### src/pcu_consts.vh
// register map, field positions, reset values and codes of the pulse counter
// included by pcu_top.v; holds definitions only
`ifndef PCU_CONSTS_VH
`define PCU_CONSTS_VH

// per-unit register block: unit n starts at n * stride
`define PCU_UNIT_STRIDE 12'h020
`define PCU_OFS_MODE 3'h0
`define PCU_OFS_OP 3'h1
`define PCU_OFS_PERIOD 3'h2
`define PCU_OFS_EDGE 3'h3
`define PCU_OFS_INTEG 3'h4
`define PCU_OFS_SRCSEL 3'h5
`define PCU_OFS_GATESEL 3'h6
`define PCU_OFS_VALUE 3'h7
// global status word
`define PCU_ADDR_STATUS 12'h800

// field positions
`define PCU_EDGE_RISE 0
`define PCU_EDGE_FALL 1
`define PCU_STAT_LEVEL_LSB 0
`define PCU_STAT_LOST 8
`define PCU_STAT_AVAIL 9
`define PCU_SMP_UNIT_LSB 56
`define PCU_SMP_TS_LSB 32

// reset values
`define PCU_RST_MODE 3'h0
`define PCU_RST_OP 2'h0
`define PCU_RST_PERIOD 32'h00000064
`define PCU_RST_EDGE 2'h1
`define PCU_RST_SEL 6'h00

// run modes
`define PCU_MODE_FREE 3'h1
`define PCU_MODE_GFREE 3'h2
`define PCU_MODE_GATED 3'h3
`define PCU_MODE_TTAG 3'h4

// pair arithmetic codes
`define PCU_OP_NONE 2'h0
`define PCU_OP_ADD 2'h1
`define PCU_OP_SUB 2'h2

// source selector: 0..31 digital bits, 32..39 trigger lines
`define PCU_NUM_SRC 6'h28

// bus responses
`define PCU_RESP_OKAY 2'h0
`define PCU_RESP_SLVERR 2'h2

`endif

### src/pcu_top.v
// pulse counter units with AXI4-Lite registers and a buffered sample stream
// assumes one 100 MHz clock, synchronous reset; pins are asynchronous to it
// What this block does
// - mode 1 clears the count every period window and outputs it at the end
// - mode 2 holds count and window timer cleared while the gate is low
// - mode 2 outputs only when the gate stayed high for a full period
// - mode 3 outputs the enabled-interval count when the gate falls
// - mode 4 detects a pulse, attaches its time and counts further pulses until the hold-off ends
// - op 0 leaves the output, op 1 adds the pair partner, op 2 subtracts it
// - the period sets window length in modes 1 and 2 and hold-off in mode 4
// - with rising selected a low-to-high source crossing is one event
// - with falling selected a high-to-low crossing counts; both is dual edge
// - with accumulate on, successive outputs are summed over time
// - results stream to the host and the latest one reads as a value
// - codes 0 to 31 select digital bits, 32 to 39 the trigger lines, higher codes nothing
`timescale 1ns/1ps
`include "pcu_consts.vh"

module pcu_fifo #(
  parameter W = 64,
  parameter DEPTH = 8,
  parameter AW = 3
) (
  // clock and reset
  input wire i_core_clk,
  input wire i_reset,
  // fill side
  input wire i_valid,
  output wire o_ready,
  input wire [W-1:0] i_data,
  // drain side
  output wire o_valid,
  input wire i_ready,
  output wire [W-1:0] o_data,
  output wire [AW:0] o_level
);
  reg [W-1:0] mem [0:DEPTH-1];
  reg [AW:0] wp_r;
  reg [AW:0] rp_r;
  localparam [AW:0] FULL_LVL = DEPTH;
  wire [AW:0] level = wp_r - rp_r;
  wire push = i_valid & o_ready;
  wire pop = o_valid & i_ready;

  assign o_ready = (level != FULL_LVL);
  assign o_valid = (level != {(AW+1){1'b0}});
  assign o_data = mem[rp_r[AW-1:0]];
  assign o_level = level;

  always @(posedge i_core_clk) begin
    if (i_reset) begin
      wp_r <= {(AW+1){1'b0}};
      rp_r <= {(AW+1){1'b0}};
    end else begin
      if (push) begin
        wp_r <= wp_r + {{AW{1'b0}}, 1'b1};
      end
      if (pop) begin
        rp_r <= rp_r + {{AW{1'b0}}, 1'b1};
      end
    end
  end

  always @(posedge i_core_clk) begin
    if (push) begin
      mem[wp_r[AW-1:0]] <= i_data;
    end
  end
endmodule // pcu_fifo

module pcu_top #(
  parameter NU = 4,
  parameter FIFO_DEPTH = 8,
  parameter FIFO_AW = 3
) (
  // clock and reset
  input wire i_core_clk,
  input wire i_reset,
  // pulse sources
  input wire [31:0] i_dio,
  input wire [7:0] i_trig,
  // AXI4-Lite write
  input wire [11:0] i_s_axi_awaddr,
  input wire i_s_axi_awvalid,
  output wire o_s_axi_awready,
  input wire [31:0] i_s_axi_wdata,
  input wire [3:0] i_s_axi_wstrb,
  input wire i_s_axi_wvalid,
  output wire o_s_axi_wready,
  output wire [1:0] o_s_axi_bresp,
  output wire o_s_axi_bvalid,
  input wire i_s_axi_bready,
  // AXI4-Lite read
  input wire [11:0] i_s_axi_araddr,
  input wire i_s_axi_arvalid,
  output wire o_s_axi_arready,
  output wire [31:0] o_s_axi_rdata,
  output wire [1:0] o_s_axi_rresp,
  output wire o_s_axi_rvalid,
  input wire i_s_axi_rready,
  // sample stream
  output wire o_smp_valid,
  input wire i_smp_ready,
  output wire [63:0] o_smp_data
);
  function fsel;
    input [39:0] v;
    input [5:0] c;
    begin
      fsel = (c < `PCU_NUM_SRC) ? v[c] : 1'b0;
    end
  endfunction

  function [31:0] arith;
    input [1:0] op;
    input [31:0] a;
    input [31:0] b;
    begin
      case (op)
        `PCU_OP_ADD: arith = a + b;
        `PCU_OP_SUB: arith = a - b;
        default: arith = a;
      endcase
    end
  endfunction

  function [31:0] wmerge;
    input [31:0] old;
    input [31:0] nw;
    input [3:0] strb;
    integer k;
    begin
      wmerge = old;
      for (k = 0; k < 4; k = k + 1) begin
        if (strb[k]) begin
          wmerge[8*k +: 8] = nw[8*k +: 8];
        end
      end
    end
  endfunction

  // synchronisers: the first stage feeds only the second
  reg [39:0] src_q1_r;
  reg [39:0] src_q2_r;
  reg [39:0] src_q3_r;
  reg [31:0] stamp_r;
  always @(posedge i_core_clk) begin
    if (i_reset) begin
      src_q1_r <= 40'h0000000000;
      src_q2_r <= 40'h0000000000;
      src_q3_r <= 40'h0000000000;
      stamp_r <= 32'h00000000;
    end else begin
      src_q1_r <= {i_trig, i_dio};
      src_q2_r <= src_q1_r;
      src_q3_r <= src_q2_r;
      stamp_r <= stamp_r + 32'h00000001;
    end
  end

  // bus slave
  reg aw_ok_r;
  reg w_ok_r;
  reg [11:0] waddr_r;
  reg [31:0] wdata_r;
  reg [3:0] wstrb_r;
  reg bvalid_r;
  reg [1:0] bresp_r;
  reg rvalid_r;
  reg [31:0] rdata_r;
  reg [1:0] rresp_r;
  reg lost_r;
  wire wr_fire = aw_ok_r & w_ok_r & ~bvalid_r;
  wire stat_wr = wr_fire & (waddr_r == `PCU_ADDR_STATUS);
  wire unit_wr_hit = ~waddr_r[11] & (waddr_r[10:5] < NU);
  wire unit_rd_hit = ~i_s_axi_araddr[11] & (i_s_axi_araddr[10:5] < NU);
  wire ar_fire = i_s_axi_arvalid & ~rvalid_r;

  assign o_s_axi_awready = ~aw_ok_r & ~bvalid_r;
  assign o_s_axi_wready = ~w_ok_r & ~bvalid_r;
  assign o_s_axi_bvalid = bvalid_r;
  assign o_s_axi_bresp = bresp_r;
  assign o_s_axi_arready = ~rvalid_r;
  assign o_s_axi_rvalid = rvalid_r;
  assign o_s_axi_rdata = rdata_r;
  assign o_s_axi_rresp = rresp_r;

  wire [32*NU-1:0] base_flat;
  wire [32*NU-1:0] rd_flat;
  wire [64*NU-1:0] pdat_flat;
  wire [NU-1:0] pend_flat;
  wire [NU-1:0] lost_flat;
  reg [NU-1:0] grant;
  reg [63:0] push_data;
  wire f_in_ready;
  wire [FIFO_AW:0] f_level;
  integer i;

  always @* begin
    grant = {NU{1'b0}};
    push_data = 64'h0000000000000000;
    for (i = NU - 1; i >= 0; i = i - 1) begin
      if (pend_flat[i] & f_in_ready) begin
        grant = {NU{1'b0}};
        grant[i] = 1'b1;
      end
    end
    for (i = 0; i < NU; i = i + 1) begin
      if (grant[i]) begin
        push_data = pdat_flat[64*i +: 64];
      end
    end
  end

  pcu_fifo #(
    .W(64),
    .DEPTH(FIFO_DEPTH),
    .AW(FIFO_AW)
  ) u_fifo (
    .i_core_clk(i_core_clk),
    .i_reset(i_reset),
    .i_valid(|pend_flat),
    .o_ready(f_in_ready),
    .i_data(push_data),
    .o_valid(o_smp_valid),
    .i_ready(i_smp_ready),
    .o_data(o_smp_data),
    .o_level(f_level)
  );

  wire [31:0] stat_word = {22'h000000, o_smp_valid, lost_r,
    {(8-FIFO_AW-1){1'b0}}, f_level};

  always @(posedge i_core_clk) begin
    if (i_reset) begin
      aw_ok_r <= 1'b0;
      w_ok_r <= 1'b0;
      waddr_r <= 12'h000;
      wdata_r <= 32'h00000000;
      wstrb_r <= 4'h0;
      bvalid_r <= 1'b0;
      bresp_r <= `PCU_RESP_OKAY;
      rvalid_r <= 1'b0;
      rdata_r <= 32'h00000000;
      rresp_r <= `PCU_RESP_OKAY;
      lost_r <= 1'b0;
    end else begin
      if (i_s_axi_awvalid & o_s_axi_awready) begin
        aw_ok_r <= 1'b1;
        waddr_r <= {i_s_axi_awaddr[11:2], 2'h0};
      end
      if (i_s_axi_wvalid & o_s_axi_wready) begin
        w_ok_r <= 1'b1;
        wdata_r <= i_s_axi_wdata;
        wstrb_r <= i_s_axi_wstrb;
      end
      if (wr_fire) begin
        aw_ok_r <= 1'b0;
        w_ok_r <= 1'b0;
        bvalid_r <= 1'b1;
        bresp_r <= (unit_wr_hit | stat_wr) ? `PCU_RESP_OKAY
                                           : `PCU_RESP_SLVERR;
      end else if (bvalid_r & i_s_axi_bready) begin
        bvalid_r <= 1'b0;
      end
      if (ar_fire) begin
        rvalid_r <= 1'b1;
        if (unit_rd_hit) begin
          rdata_r <= rd_flat[32*i_s_axi_araddr[10:5] +: 32];
          rresp_r <= `PCU_RESP_OKAY;
        end else if ({i_s_axi_araddr[11:2], 2'h0} == `PCU_ADDR_STATUS) begin
          rdata_r <= stat_word;
          rresp_r <= `PCU_RESP_OKAY;
        end else begin
          rdata_r <= 32'h00000000;
          rresp_r <= `PCU_RESP_SLVERR;
        end
      end else if (rvalid_r & i_s_axi_rready) begin
        rvalid_r <= 1'b0;
      end
      // a new loss wins over a clear in the same cycle
      if (|lost_flat) begin
        lost_r <= 1'b1;
      end else if (stat_wr & wstrb_r[1] & wdata_r[`PCU_STAT_LOST]) begin
        lost_r <= 1'b0;
      end
    end
  end

  genvar u;
  generate
    for (u = 0; u < NU; u = u + 1) begin : g_unit
      localparam [5:0] UID = u;
      localparam [7:0] UID8 = u;
      localparam [1:0] EDGE_RST = `PCU_RST_EDGE;
      reg [2:0] mode_r;
      reg [1:0] op_r;
      reg [31:0] per_r;
      reg rise_r;
      reg fall_r;
      reg integ_r;
      reg [5:0] src_sel_r;
      reg [5:0] gate_sel_r;
      reg [31:0] cnt_r;
      reg [31:0] tmr_r;
      reg [31:0] acc_r;
      reg [31:0] base_r;
      reg [31:0] ts_r;
      reg en_r;
      reg busy_r;
      reg pend_r;
      reg [63:0] pdat_r;
      reg lost_ev_r;
      reg [31:0] cnt_nxt;
      reg [31:0] tmr_nxt;
      reg [31:0] ts_nxt;
      reg en_nxt;
      reg busy_nxt;
      reg out_ev;
      reg [31:0] out_ts;
      reg [31:0] rdw;
      wire s = fsel(src_q2_r, src_sel_r);
      wire sp = fsel(src_q3_r, src_sel_r);
      wire g = fsel(src_q2_r, gate_sel_r);
      wire gp = fsel(src_q3_r, gate_sel_r);
      wire ev = (rise_r & s & ~sp) | (fall_r & ~s & sp);
      wire [31:0] sum = cnt_r + {31'h00000000, ev};
      // a period of zero behaves as one cycle
      wire wend = ({1'b0, tmr_r} + 33'h000000001) >= {1'b0, per_r};
      wire [31:0] rep = integ_r ? acc_r + sum : sum;
      wire [31:0] partner = base_flat[32*(u^1) +: 32];
      wire uw = wr_fire & unit_wr_hit & (waddr_r[10:5] == UID);
      wire cfg_clr = uw & (waddr_r[4:2] == `PCU_OFS_MODE);

      always @* begin
        cnt_nxt = sum;
        tmr_nxt = tmr_r + 32'h00000001;
        ts_nxt = ts_r;
        en_nxt = en_r;
        busy_nxt = busy_r;
        out_ev = 1'b0;
        out_ts = stamp_r;
        case (mode_r)
          `PCU_MODE_FREE: begin
            if (wend) begin
              out_ev = 1'b1;
              cnt_nxt = 32'h00000000;
              tmr_nxt = 32'h00000000;
            end
          end
          `PCU_MODE_GFREE: begin
            if (!g) begin
              cnt_nxt = 32'h00000000;
              tmr_nxt = 32'h00000000;
            end else if (wend) begin
              out_ev = 1'b1;
              cnt_nxt = 32'h00000000;
              tmr_nxt = 32'h00000000;
            end
          end
          `PCU_MODE_GATED: begin
            tmr_nxt = 32'h00000000;
            if (g & ~gp) begin
              en_nxt = 1'b1;
              cnt_nxt = 32'h00000000;
            end else if (~g & gp & en_r) begin
              en_nxt = 1'b0;
              out_ev = 1'b1;
              cnt_nxt = 32'h00000000;
            end else if (!en_r) begin
              cnt_nxt = 32'h00000000;
            end
          end
          `PCU_MODE_TTAG: begin
            out_ts = ts_r;
            if (!busy_r) begin
              tmr_nxt = 32'h00000000;
              cnt_nxt = 32'h00000000;
              if (ev) begin
                busy_nxt = 1'b1;
                cnt_nxt = 32'h00000001;
                ts_nxt = stamp_r;
              end
            end else if (wend) begin
              out_ev = 1'b1;
              busy_nxt = 1'b0;
              cnt_nxt = 32'h00000000;
              tmr_nxt = 32'h00000000;
            end
          end
          default: begin
            cnt_nxt = 32'h00000000;
            tmr_nxt = 32'h00000000;
            en_nxt = 1'b0;
            busy_nxt = 1'b0;
          end
        endcase
      end

      always @* begin
        case (i_s_axi_araddr[4:2])
          `PCU_OFS_MODE: rdw = {29'h00000000, mode_r};
          `PCU_OFS_OP: rdw = {30'h00000000, op_r};
          `PCU_OFS_PERIOD: rdw = per_r;
          `PCU_OFS_EDGE: rdw = {30'h00000000, fall_r, rise_r};
          `PCU_OFS_INTEG: rdw = {31'h00000000, integ_r};
          `PCU_OFS_SRCSEL: rdw = {26'h0000000, src_sel_r};
          `PCU_OFS_GATESEL: rdw = {26'h0000000, gate_sel_r};
          default: rdw = arith(op_r, base_r, partner);
        endcase
      end

      always @(posedge i_core_clk) begin
        if (i_reset) begin
          mode_r <= `PCU_RST_MODE;
          op_r <= `PCU_RST_OP;
          per_r <= `PCU_RST_PERIOD;
          rise_r <= EDGE_RST[`PCU_EDGE_RISE];
          fall_r <= EDGE_RST[`PCU_EDGE_FALL];
          integ_r <= 1'b0;
          src_sel_r <= `PCU_RST_SEL;
          gate_sel_r <= `PCU_RST_SEL;
        end else if (uw) begin
          case (waddr_r[4:2])
            // mode and op live in byte 0, so only that strobe matters
            `PCU_OFS_MODE: begin
              if (wstrb_r[0]) begin
                mode_r <= wdata_r[2:0];
              end
            end
            `PCU_OFS_OP: begin
              if (wstrb_r[0]) begin
                op_r <= wdata_r[1:0];
              end
            end
            `PCU_OFS_PERIOD: per_r <= wmerge(per_r, wdata_r, wstrb_r);
            `PCU_OFS_EDGE: begin
              if (wstrb_r[0]) begin
                rise_r <= wdata_r[`PCU_EDGE_RISE];
                fall_r <= wdata_r[`PCU_EDGE_FALL];
              end
            end
            `PCU_OFS_INTEG: begin
              if (wstrb_r[0]) begin
                integ_r <= wdata_r[0];
              end
            end
            `PCU_OFS_SRCSEL: begin
              if (wstrb_r[0]) begin
                src_sel_r <= wdata_r[5:0];
              end
            end
            `PCU_OFS_GATESEL: begin
              if (wstrb_r[0]) begin
                gate_sel_r <= wdata_r[5:0];
              end
            end
            default: begin
            end
          endcase
        end
      end

      always @(posedge i_core_clk) begin
        if (i_reset | cfg_clr) begin
          cnt_r <= 32'h00000000;
          tmr_r <= 32'h00000000;
          ts_r <= 32'h00000000;
          en_r <= 1'b0;
          busy_r <= 1'b0;
          acc_r <= 32'h00000000;
        end else begin
          cnt_r <= cnt_nxt;
          tmr_r <= tmr_nxt;
          ts_r <= ts_nxt;
          en_r <= en_nxt;
          busy_r <= busy_nxt;
          if (out_ev) begin
            acc_r <= integ_r ? rep : 32'h00000000;
          end
        end
      end

      // one pending sample per unit; a newer one overwrites a stalled one
      always @(posedge i_core_clk) begin
        if (i_reset) begin
          base_r <= 32'h00000000;
          pend_r <= 1'b0;
          pdat_r <= 64'h0000000000000000;
          lost_ev_r <= 1'b0;
        end else begin
          lost_ev_r <= out_ev & pend_r & ~grant[u];
          if (out_ev) begin
            base_r <= rep;
            pend_r <= 1'b1;
            pdat_r <= {UID8, out_ts[23:0], arith(op_r, rep, partner)};
          end else if (grant[u]) begin
            pend_r <= 1'b0;
          end
        end
      end

      assign base_flat[32*u +: 32] = base_r;
      assign rd_flat[32*u +: 32] = rdw;
      assign pdat_flat[64*u +: 64] = pdat_r;
      assign pend_flat[u] = pend_r;
      assign lost_flat[u] = lost_ev_r;
    end
  endgenerate
endmodule // pcu_top

### config.mk
export PLATFORM = sky130hd
export DESIGN_NAME = pcu_top
export DESIGN_NICKNAME = d
export VERILOG_FILES = /design/src/pcu_top.v
export VERILOG_INCLUDE_DIRS = /design/src
export SDC_FILE = /design/constraint.sdc
export NUM_CORES = 2
export LEC_CHECK = 0
export BUFFER_PORTS_ARGS = -buffer_cell sky130_fd_sc_hd__buf_4
export CAP_MARGIN = 20
export CORE_UTILIZATION = 48
export CTS_CLUSTER_DIAMETER = 200
export DETAILED_ROUTE_END_ITERATION = 16
export PLACE_DENSITY = 0.75
export SLEW_MARGIN = 20
export SYNTH_ARGS = -nofsm -noshare
export SYNTH_HDL_FRONTEND = slang
export SYNTH_HIERARCHICAL = 1
export SYNTH_SLANG_ARGS = --single-unit
### constraint.sdc
create_clock -name i_core_clk -period 16.1 [get_ports i_core_clk]
set_input_delay 0.805 -clock i_core_clk [delete_from_list [all_inputs] [get_ports i_core_clk]]
set_output_delay 0.805 -clock i_core_clk [all_outputs]
set_load 0.005 [all_outputs]
# Word level (Yosys, flattened, before mapping)

Memories as Yosys holds them, arrays and structs flattened. A register that Yosys moved wholly into a read port is not among the register bits.
Cells that the tools add are included.

Reductions and logical operators: 70
$lt $le $gt $ge: 22
Bitwise operators: 108
$add $sub $neg: 34
Muxes and demuxes: 203
Multipliers: 0
Shift-type cells: 1
Divide/modulo/power cells: 0
Equality and inequality tests: 46

Operators with widths:

| cell                    | number |
|---|---|
| $mux W32                | 45 |
| $pmux W32 S7            | 4 |
| $pmux W32 S2            | 8 |
| $pmux W32 S4            | 4 |
| $pmux W32 S3            | 4 |
| $add A32 B32 Y32        | 10 |
| $sub A32 B32 Y32        | 8 |
| $mux W64                | 3 |
| $add A32 B1 Y32 const B | 5 |
| $add A32 B1 Y33 const B | 4 |
| $ge A33 B32 Y1          | 4 |
| $reduce_and A3 Y1       | 44 |
| $add A32 B1 Y32         | 4 |
| $shiftx A128 B12 Y32    | 1 |
| $bmux W1 S6             | 16 |
| $mux W24                | 4 |
| $mux W1                 | 92 |
| $and A1 B1 Y1           | 65 |
| $lt A6 B7 Y1 const B    | 8 |
| $mux W56                | 1 |
| $lt A6 B6 Y1 const B    | 8 |
| $eq A3 B2 Y1 const B    | 12 |
| $not A1 Y1              | 34 |
| $eq A3 B3 Y1 const B    | 10 |
| 26 further kinds        | 86 |

Latch bits: 0
Memory bits (read-only): 0
Bits of input ports: 108
Register bits: 1306
Logic and storage cells: 586
Bits in writable memories: 512
Output and inout bits: 106
Memories kept: 1

Memories:

| memory     | depth | bits a word | rd ports | clocked after Yosys merged registers in | write ports | RTL line     | source |
|---|---|---|---|---|---|---|---|
| u_fifo.mem | 8     | 64          | 1        | 1                                       | 1           | pcu_top.v:37 | `reg [W-1:0] mem [0:DEPTH-1];` |

# Longest topological paths before layout

Word-level depth: 12
Mapped depth: 37

# Cells and area by module

The synthesis kept the hierarchy.

Modules (own cells, without submodules):

| module   | seq. area each (um2) | instances | cells each | area each (um2) |
|---|---|---|---|---|
| pcu_top  | 25784.7              | 1         | 11310      | 90075.1 |
| pcu_fifo | 15595.0              | 1         | 822        | 19862.8 |

# Worst setup path before layout

No wires, ideal clock.

Path type: register to register
Start: register u_fifo.wp_r[0]
End: memory u_fifo.mem[0][0] (enable)
Cell stages (with the launch flop): 10
Setup time: 0.644 ns
Setup slack: 7.623 ns
Arrival time: 7.833 ns
Path through: dfxtp_1 > inv_1 > ha_1 > inv_1 > fa_1 > xor2_1 > nor3_4 > a21boi_4 > nand2b_1 > nor4_1

Longest elaborated chain between the ends: 5

Ends and longest elaborated chain:

| what                          | RTL line      | source |
|---|---|---|
| from (decl)                   | pcu_top.v:38  | `reg [AW:0] wp_r;` |
| from (signal assigned)        | pcu_top.v:52  | `wp_r <= {(AW+1){1'b0}};` |
| from (signal assigned)        | pcu_top.v:56  | `wp_r <= wp_r + {{AW{1'b0}}, 1'b1};` |
| $sub A4 B4 Y4                 | pcu_top.v:41  | `wire [AW:0] level = wp_r - rp_r;` |
| via f_level[2]                | pcu_top.v:196 | `wire [FIFO_AW:0] f_level;` |
| $ne A4 B4 Y1                  | pcu_top.v:45  | `assign o_ready = (level != FULL_LVL);` |
| $and A1 B1 Y1                 | pcu_top.v:42  | `wire push = i_valid & o_ready;` |
| $mux W1                       | pcu_top.v:65  | `if (push) begin` |
| $mux W1 (not written as such) | pcu_top.v:66  | `mem[wp_r[AW-1:0]] <= i_data;` |
| to (decl)                     | pcu_top.v:37  |  |

The timed path passes the listed nets, and every way through them passes these cells.

# Worst setup path after layout

Start: register g_unit[1].src_sel_r[1]
End: register g_unit[1].pdat_r[30]

Longest elaborated chain between the ends: 12

Ends and longest elaborated chain:

| what                                                 | RTL line                     | source |
|---|---|---|
| from (decl)                                          | pcu_top.v:302                | `reg [5:0] src_sel_r;` |
| from (signal assigned)                               | pcu_top.v:421                | `` src_sel_r <= `PCU_RST_SEL; `` |
| from (signal assigned)                               | pcu_top.v:450                | `src_sel_r <= wdata_r[5:0];` |
| $bmux W1 S6                                          | pcu_top.v:110                | `` fsel = (c < `PCU_NUM_SRC) ? v[c] : 1'b0; `` |
| $mux W1 (not written as such)                        | pcu_top.v:110                |  |
| $mux W1                                              | pcu_top.v:110                |  |
| $not A1 Y1                                           | pcu_top.v:326                | `wire ev = (rise_r & s & ~sp) \| (fall_r & ~s & sp);` |
| $and A1 B1 Y1 (2 in a row)                           | pcu_top.v:326                |  |
| $or A1 B1 Y1 *                                       | pcu_top.v:326                |  |
| $add A32 B1 Y32 *                                    | pcu_top.v:327                | `wire [31:0] sum = cnt_r + {31'h00000000, ev};` |
| $add A32 B32 Y32                                     | pcu_top.v:330                | `wire [31:0] rep = integ_r ? acc_r + sum : sum;` |
| $mux W32 *                                           | pcu_top.v:330                |  |
| via g_unit[1].rep[13]                                | pcu_top.v:330                |  |
| $sub A32 B32 Y32 or $add A32 B32 Y32 (tied branches) | pcu_top.v:121, pcu_top.v:120 |  |
| $pmux W32 S2 *                                       | pcu_top.v:119                | `case (op)` |
| to (signal assigned)                                 | pcu_top.v:496                | `pdat_r <= {UID8, out_ts[23:0], arith(op_r, rep, partner)};` |
| to (decl)                                            | pcu_top.v:312                | `reg [63:0] pdat_r;` |

The timed path passes the listed nets; every way through them passes the cells marked *. The select of a mux whose other input is x is not followed.
A chain may end at the register's enable or synchronous reset.

==> results_dict.tcl <==
set metrics [dict create \
    outcome "finished, final reports clean" \
    worst_pin_slew_ns 1.31 \
    syn_area_mm2 0.110 \
    crit_path_end_kind "register" \
    fin_crit_sh_pct 66.8 \
    dp_hpwl_mm 266 \
    vias 95300 \
    path_max_fanout 22 \
    max_cap_viol_count 0 \
    initial_core_util_pct 48.3 \
    hold_path.class "primary input to register" \
    postCtsSetupBuffers 0 \
    synth_most_common_cell "dfxtp_1" \
    grt_pass1_wl_mm 555 \
    synth_top_cell_area_share_pct 23.7 \
    ys_seq_elements 1811 \
    ctsResizeCount 0 \
    gr-total-overflow 0 \
    tritoncts "yes" \
    relSlewSlack_pct 12.2 \
    ios 214 \
    area_delta_synth_final_pct 9.84 \
    avgSynthCellArea_um2 9.06 \
    synthArstFlopShare_pct 0 \
    crit_required_ns 16.87 \
    fin_setup_tns_ns 0 \
    grt_use_total_pct 31.4 \
    yosys_warnings 6 \
    whs_path_depth 2 \
    synth_cell_type_count 119 \
    drc_errors 0 \
    die_y_um 481 \
    rsz0062_at_grt "false" \
    synth-main-ff-cell "dfxtp_1" \
    synth.area.top_cells "dfxtp_1, edfxtp_1, mux4_2" \
    viasPerCell 6.29 \
    antenna_found_initial 18 \
    gp_congestion 1.04 \
    grt_max_degree 177 \
    hold_viol_final 0 \
    setup_ws_ns 5.34 \
    die_w_um 481 \
    r2r_cells 33 \
    htree_num_levels 4 \
    pwr-share-comb_pct 8.1 \
    cp.arrival_ns 11.54 \
    clkSlewWorstSetupHoldPaths_ns 0.06 \
    antenna_left 0 \
    power_frac_seq_pct 45.9 \
    critPathKind "register to register" \
    portBuffers 207 \
    p_clk_share_pct 46.0 \
    synth_commonest_cells "dfxtp_1, nor2_1, nand2_1" \
    firstDrtPassIters 7 \
    fp.dieArea_mm2 0.231 \
    synth-seq-area-share_pct 37.6 \
    netlist_instances 12100 \
    cts_hold_buf 0 \
    p_leak_nw 45.3 \
    vdd_drop_max_mv 0.109 \
    layout_min_cycle_time_ns 10.76 \
    internal_power_mw 7.90 \
    cp-start-kind "register" \
    switching_share_pct 24.2 \
    rows 175 \
    routed_wl_mm 374 \
    slowest_stage "dfxtp_1" \
    cts_buffers 195 \
    cts_sinks 1811 \
    slew_viol_final 0 \
    power_density_mw_per_mm2 86.3 \
    power.total_mw 10.4 \
    grt_pass1_vias 87900 \
    p_sw_mw 2.53 \
    critPathMaxStageDelay_ns 1.01 \
    clock-root-buffer "clkbuf_16" \
    insertion_delay_ns 0.90 \
    yosysTopAreaCell "dfxtp_1" \
    drive_above_1_share_pct 10.2 \
    fmax_mhz 92.9 \
    wl_per_cell_um 24.6 \
    core-area_mm2 0.227 \
    drt_iter0_drc 11400 \
    finalClockSkew_ns 0.0595 \
    cp_common_cell "o21ai_0" \
    num-nets-final 12700 \
    setup_viol 0 \
    clockBufferDepth 3 \
    pre_cts_ws_ns 5.74 \
    synth_edf_count 512 \
]
==> power by group through the flow <==
stage,Sequential [mW],Clock (mW),Combinational [mW]
global route,4.79,5.01,0.899
CTS,4.78,4.83,0.845
detailed placement,4.88,0,0.830
finish,4.78,4.79,0.849
global placement,4.88,0,0.816
floorplan,4.81,0,0.577
==> final cells by class <==
class                           instances  area, µm²
Fill cell                           20200     107000
Multi-Input combinational cell       9089      64100
Sequential cell                      1811      41400
Clock buffer                          271       5520
Tap cell                             3009       3760
Timing Repair Buffer                  352       2680
Inverter                              529       1990
Clock inverter                         95       1330
Antenna cell                            9       22.5
==> flip-flops by register name, summed over array words and instances, names as in the netlist, 64 cells and up, named ones only <==
register	cells
g_unit.acc_r	128
g_unit.base_r	64
g_unit.cnt_r	128
g_unit.partner	64
g_unit.pdat_r	227
g_unit.per_r	128
g_unit.tmr_r	128
g_unit.ts_r	96
u_fifo/mem	512
==> logic make-up (layout without fill, tap and decap cells) <==
logic type / after synthesis / in the layout / share of synthesized area (%)
simple gates: 3994 / 3994 / 16.9
xor+xnor: 673 / 673 / 5.39
fa+ha+maj: 605 / 605 / 6.98
flops: 1811 / 1811 / 37.6
compound gates: 3030 / 3030 / 18.1
mux: 737 / 737 / 10.5
other cells: 1 / 59 / 0.00341
buf+inv: 1281 / 1247 / 4.45
==> worst max-delay path: cells and delay by family (launching register included) <==
family / cells / cell delay [ns]
AO/OA/AOI/OAI: 18 / 5.70
adder cells (fa/ha/maj): 4 / 1.53
multiplexers: 3 / 1.08
flip-flops: 1 / 1.01
AND/OR/NAND/NOR: 6 / 0.97
XOR/XNOR: 1 / 0.27
buffers and inverters: 1 / 0.08
==> path summary, 6_finish.rpt <==
kind                                            start                           endpoint  slack, ns
setup / recovery  g_unit[1].src_sel_r[1]$_SDFFE_PP0P_  g_unit[1].pdat_r[30]$_SDFFE_PP0P_       5.34
hold / removal                         i_s_axi_rready        o_s_axi_rvalid$_SDFFE_PP0P_       0.11
setup reg to reg  g_unit[1].src_sel_r[1]$_SDFFE_PP0P_  g_unit[1].pdat_r[30]$_SDFFE_PP0P_       5.34
hold reg to reg               src_q1_r[33]$_SDFF_PP0_            src_q2_r[33]$_SDFF_PP0_       0.43
==> per-stage QoR <==
| stage | hold slack [ns] | utilization, % | cells | area (µm²) |
|---|---|---|---|---|
| after global placement | 0.417 | 50.1 | 14800 | 114000 |
| after floorplan | 0.414 | - | 12200 | 110000 |
| final | 0.115 | 53.1 | 15200 | 121000 |
| after CTS | 0.0707 | 53.1 | 15200 | 121000 |
| after detailed placement | 0.420 | 50.1 | 14800 | 114000 |
| after global routing | 0.118 | 53.1 | 15200 | 121000 |
==> layer usage <==
metal | GRT usage, % | up-vias | part of all wire [%]
li1 | - | 43800 | -
met1 | 42.2 | 45300 | 40
met2 | 46.9 | 5204 | 42
met3 | 6.48 | 1004 | 11
met4 | 18.0 | 16 | 6.5
met5 | 0 | - | 0.024
==> layout by cell type (no fill, tap or decap), drive strengths merged, types with 108 or more instances in the layout <==
cell       n
nand3    319
buf      352
clkbuf   271
a21o     209
mux4     327
dfxtp   1299
ha       588
edfxtp   512
mux2i    310
o21ai    386
nand4    108
nor2    1254
nor2b    343
xor2     227
nor3     198
a21oi   1118
nand2   1177
xnor2    446
inv      528
a211oi   272
and3     168
(Power assumes the default switching activity.)
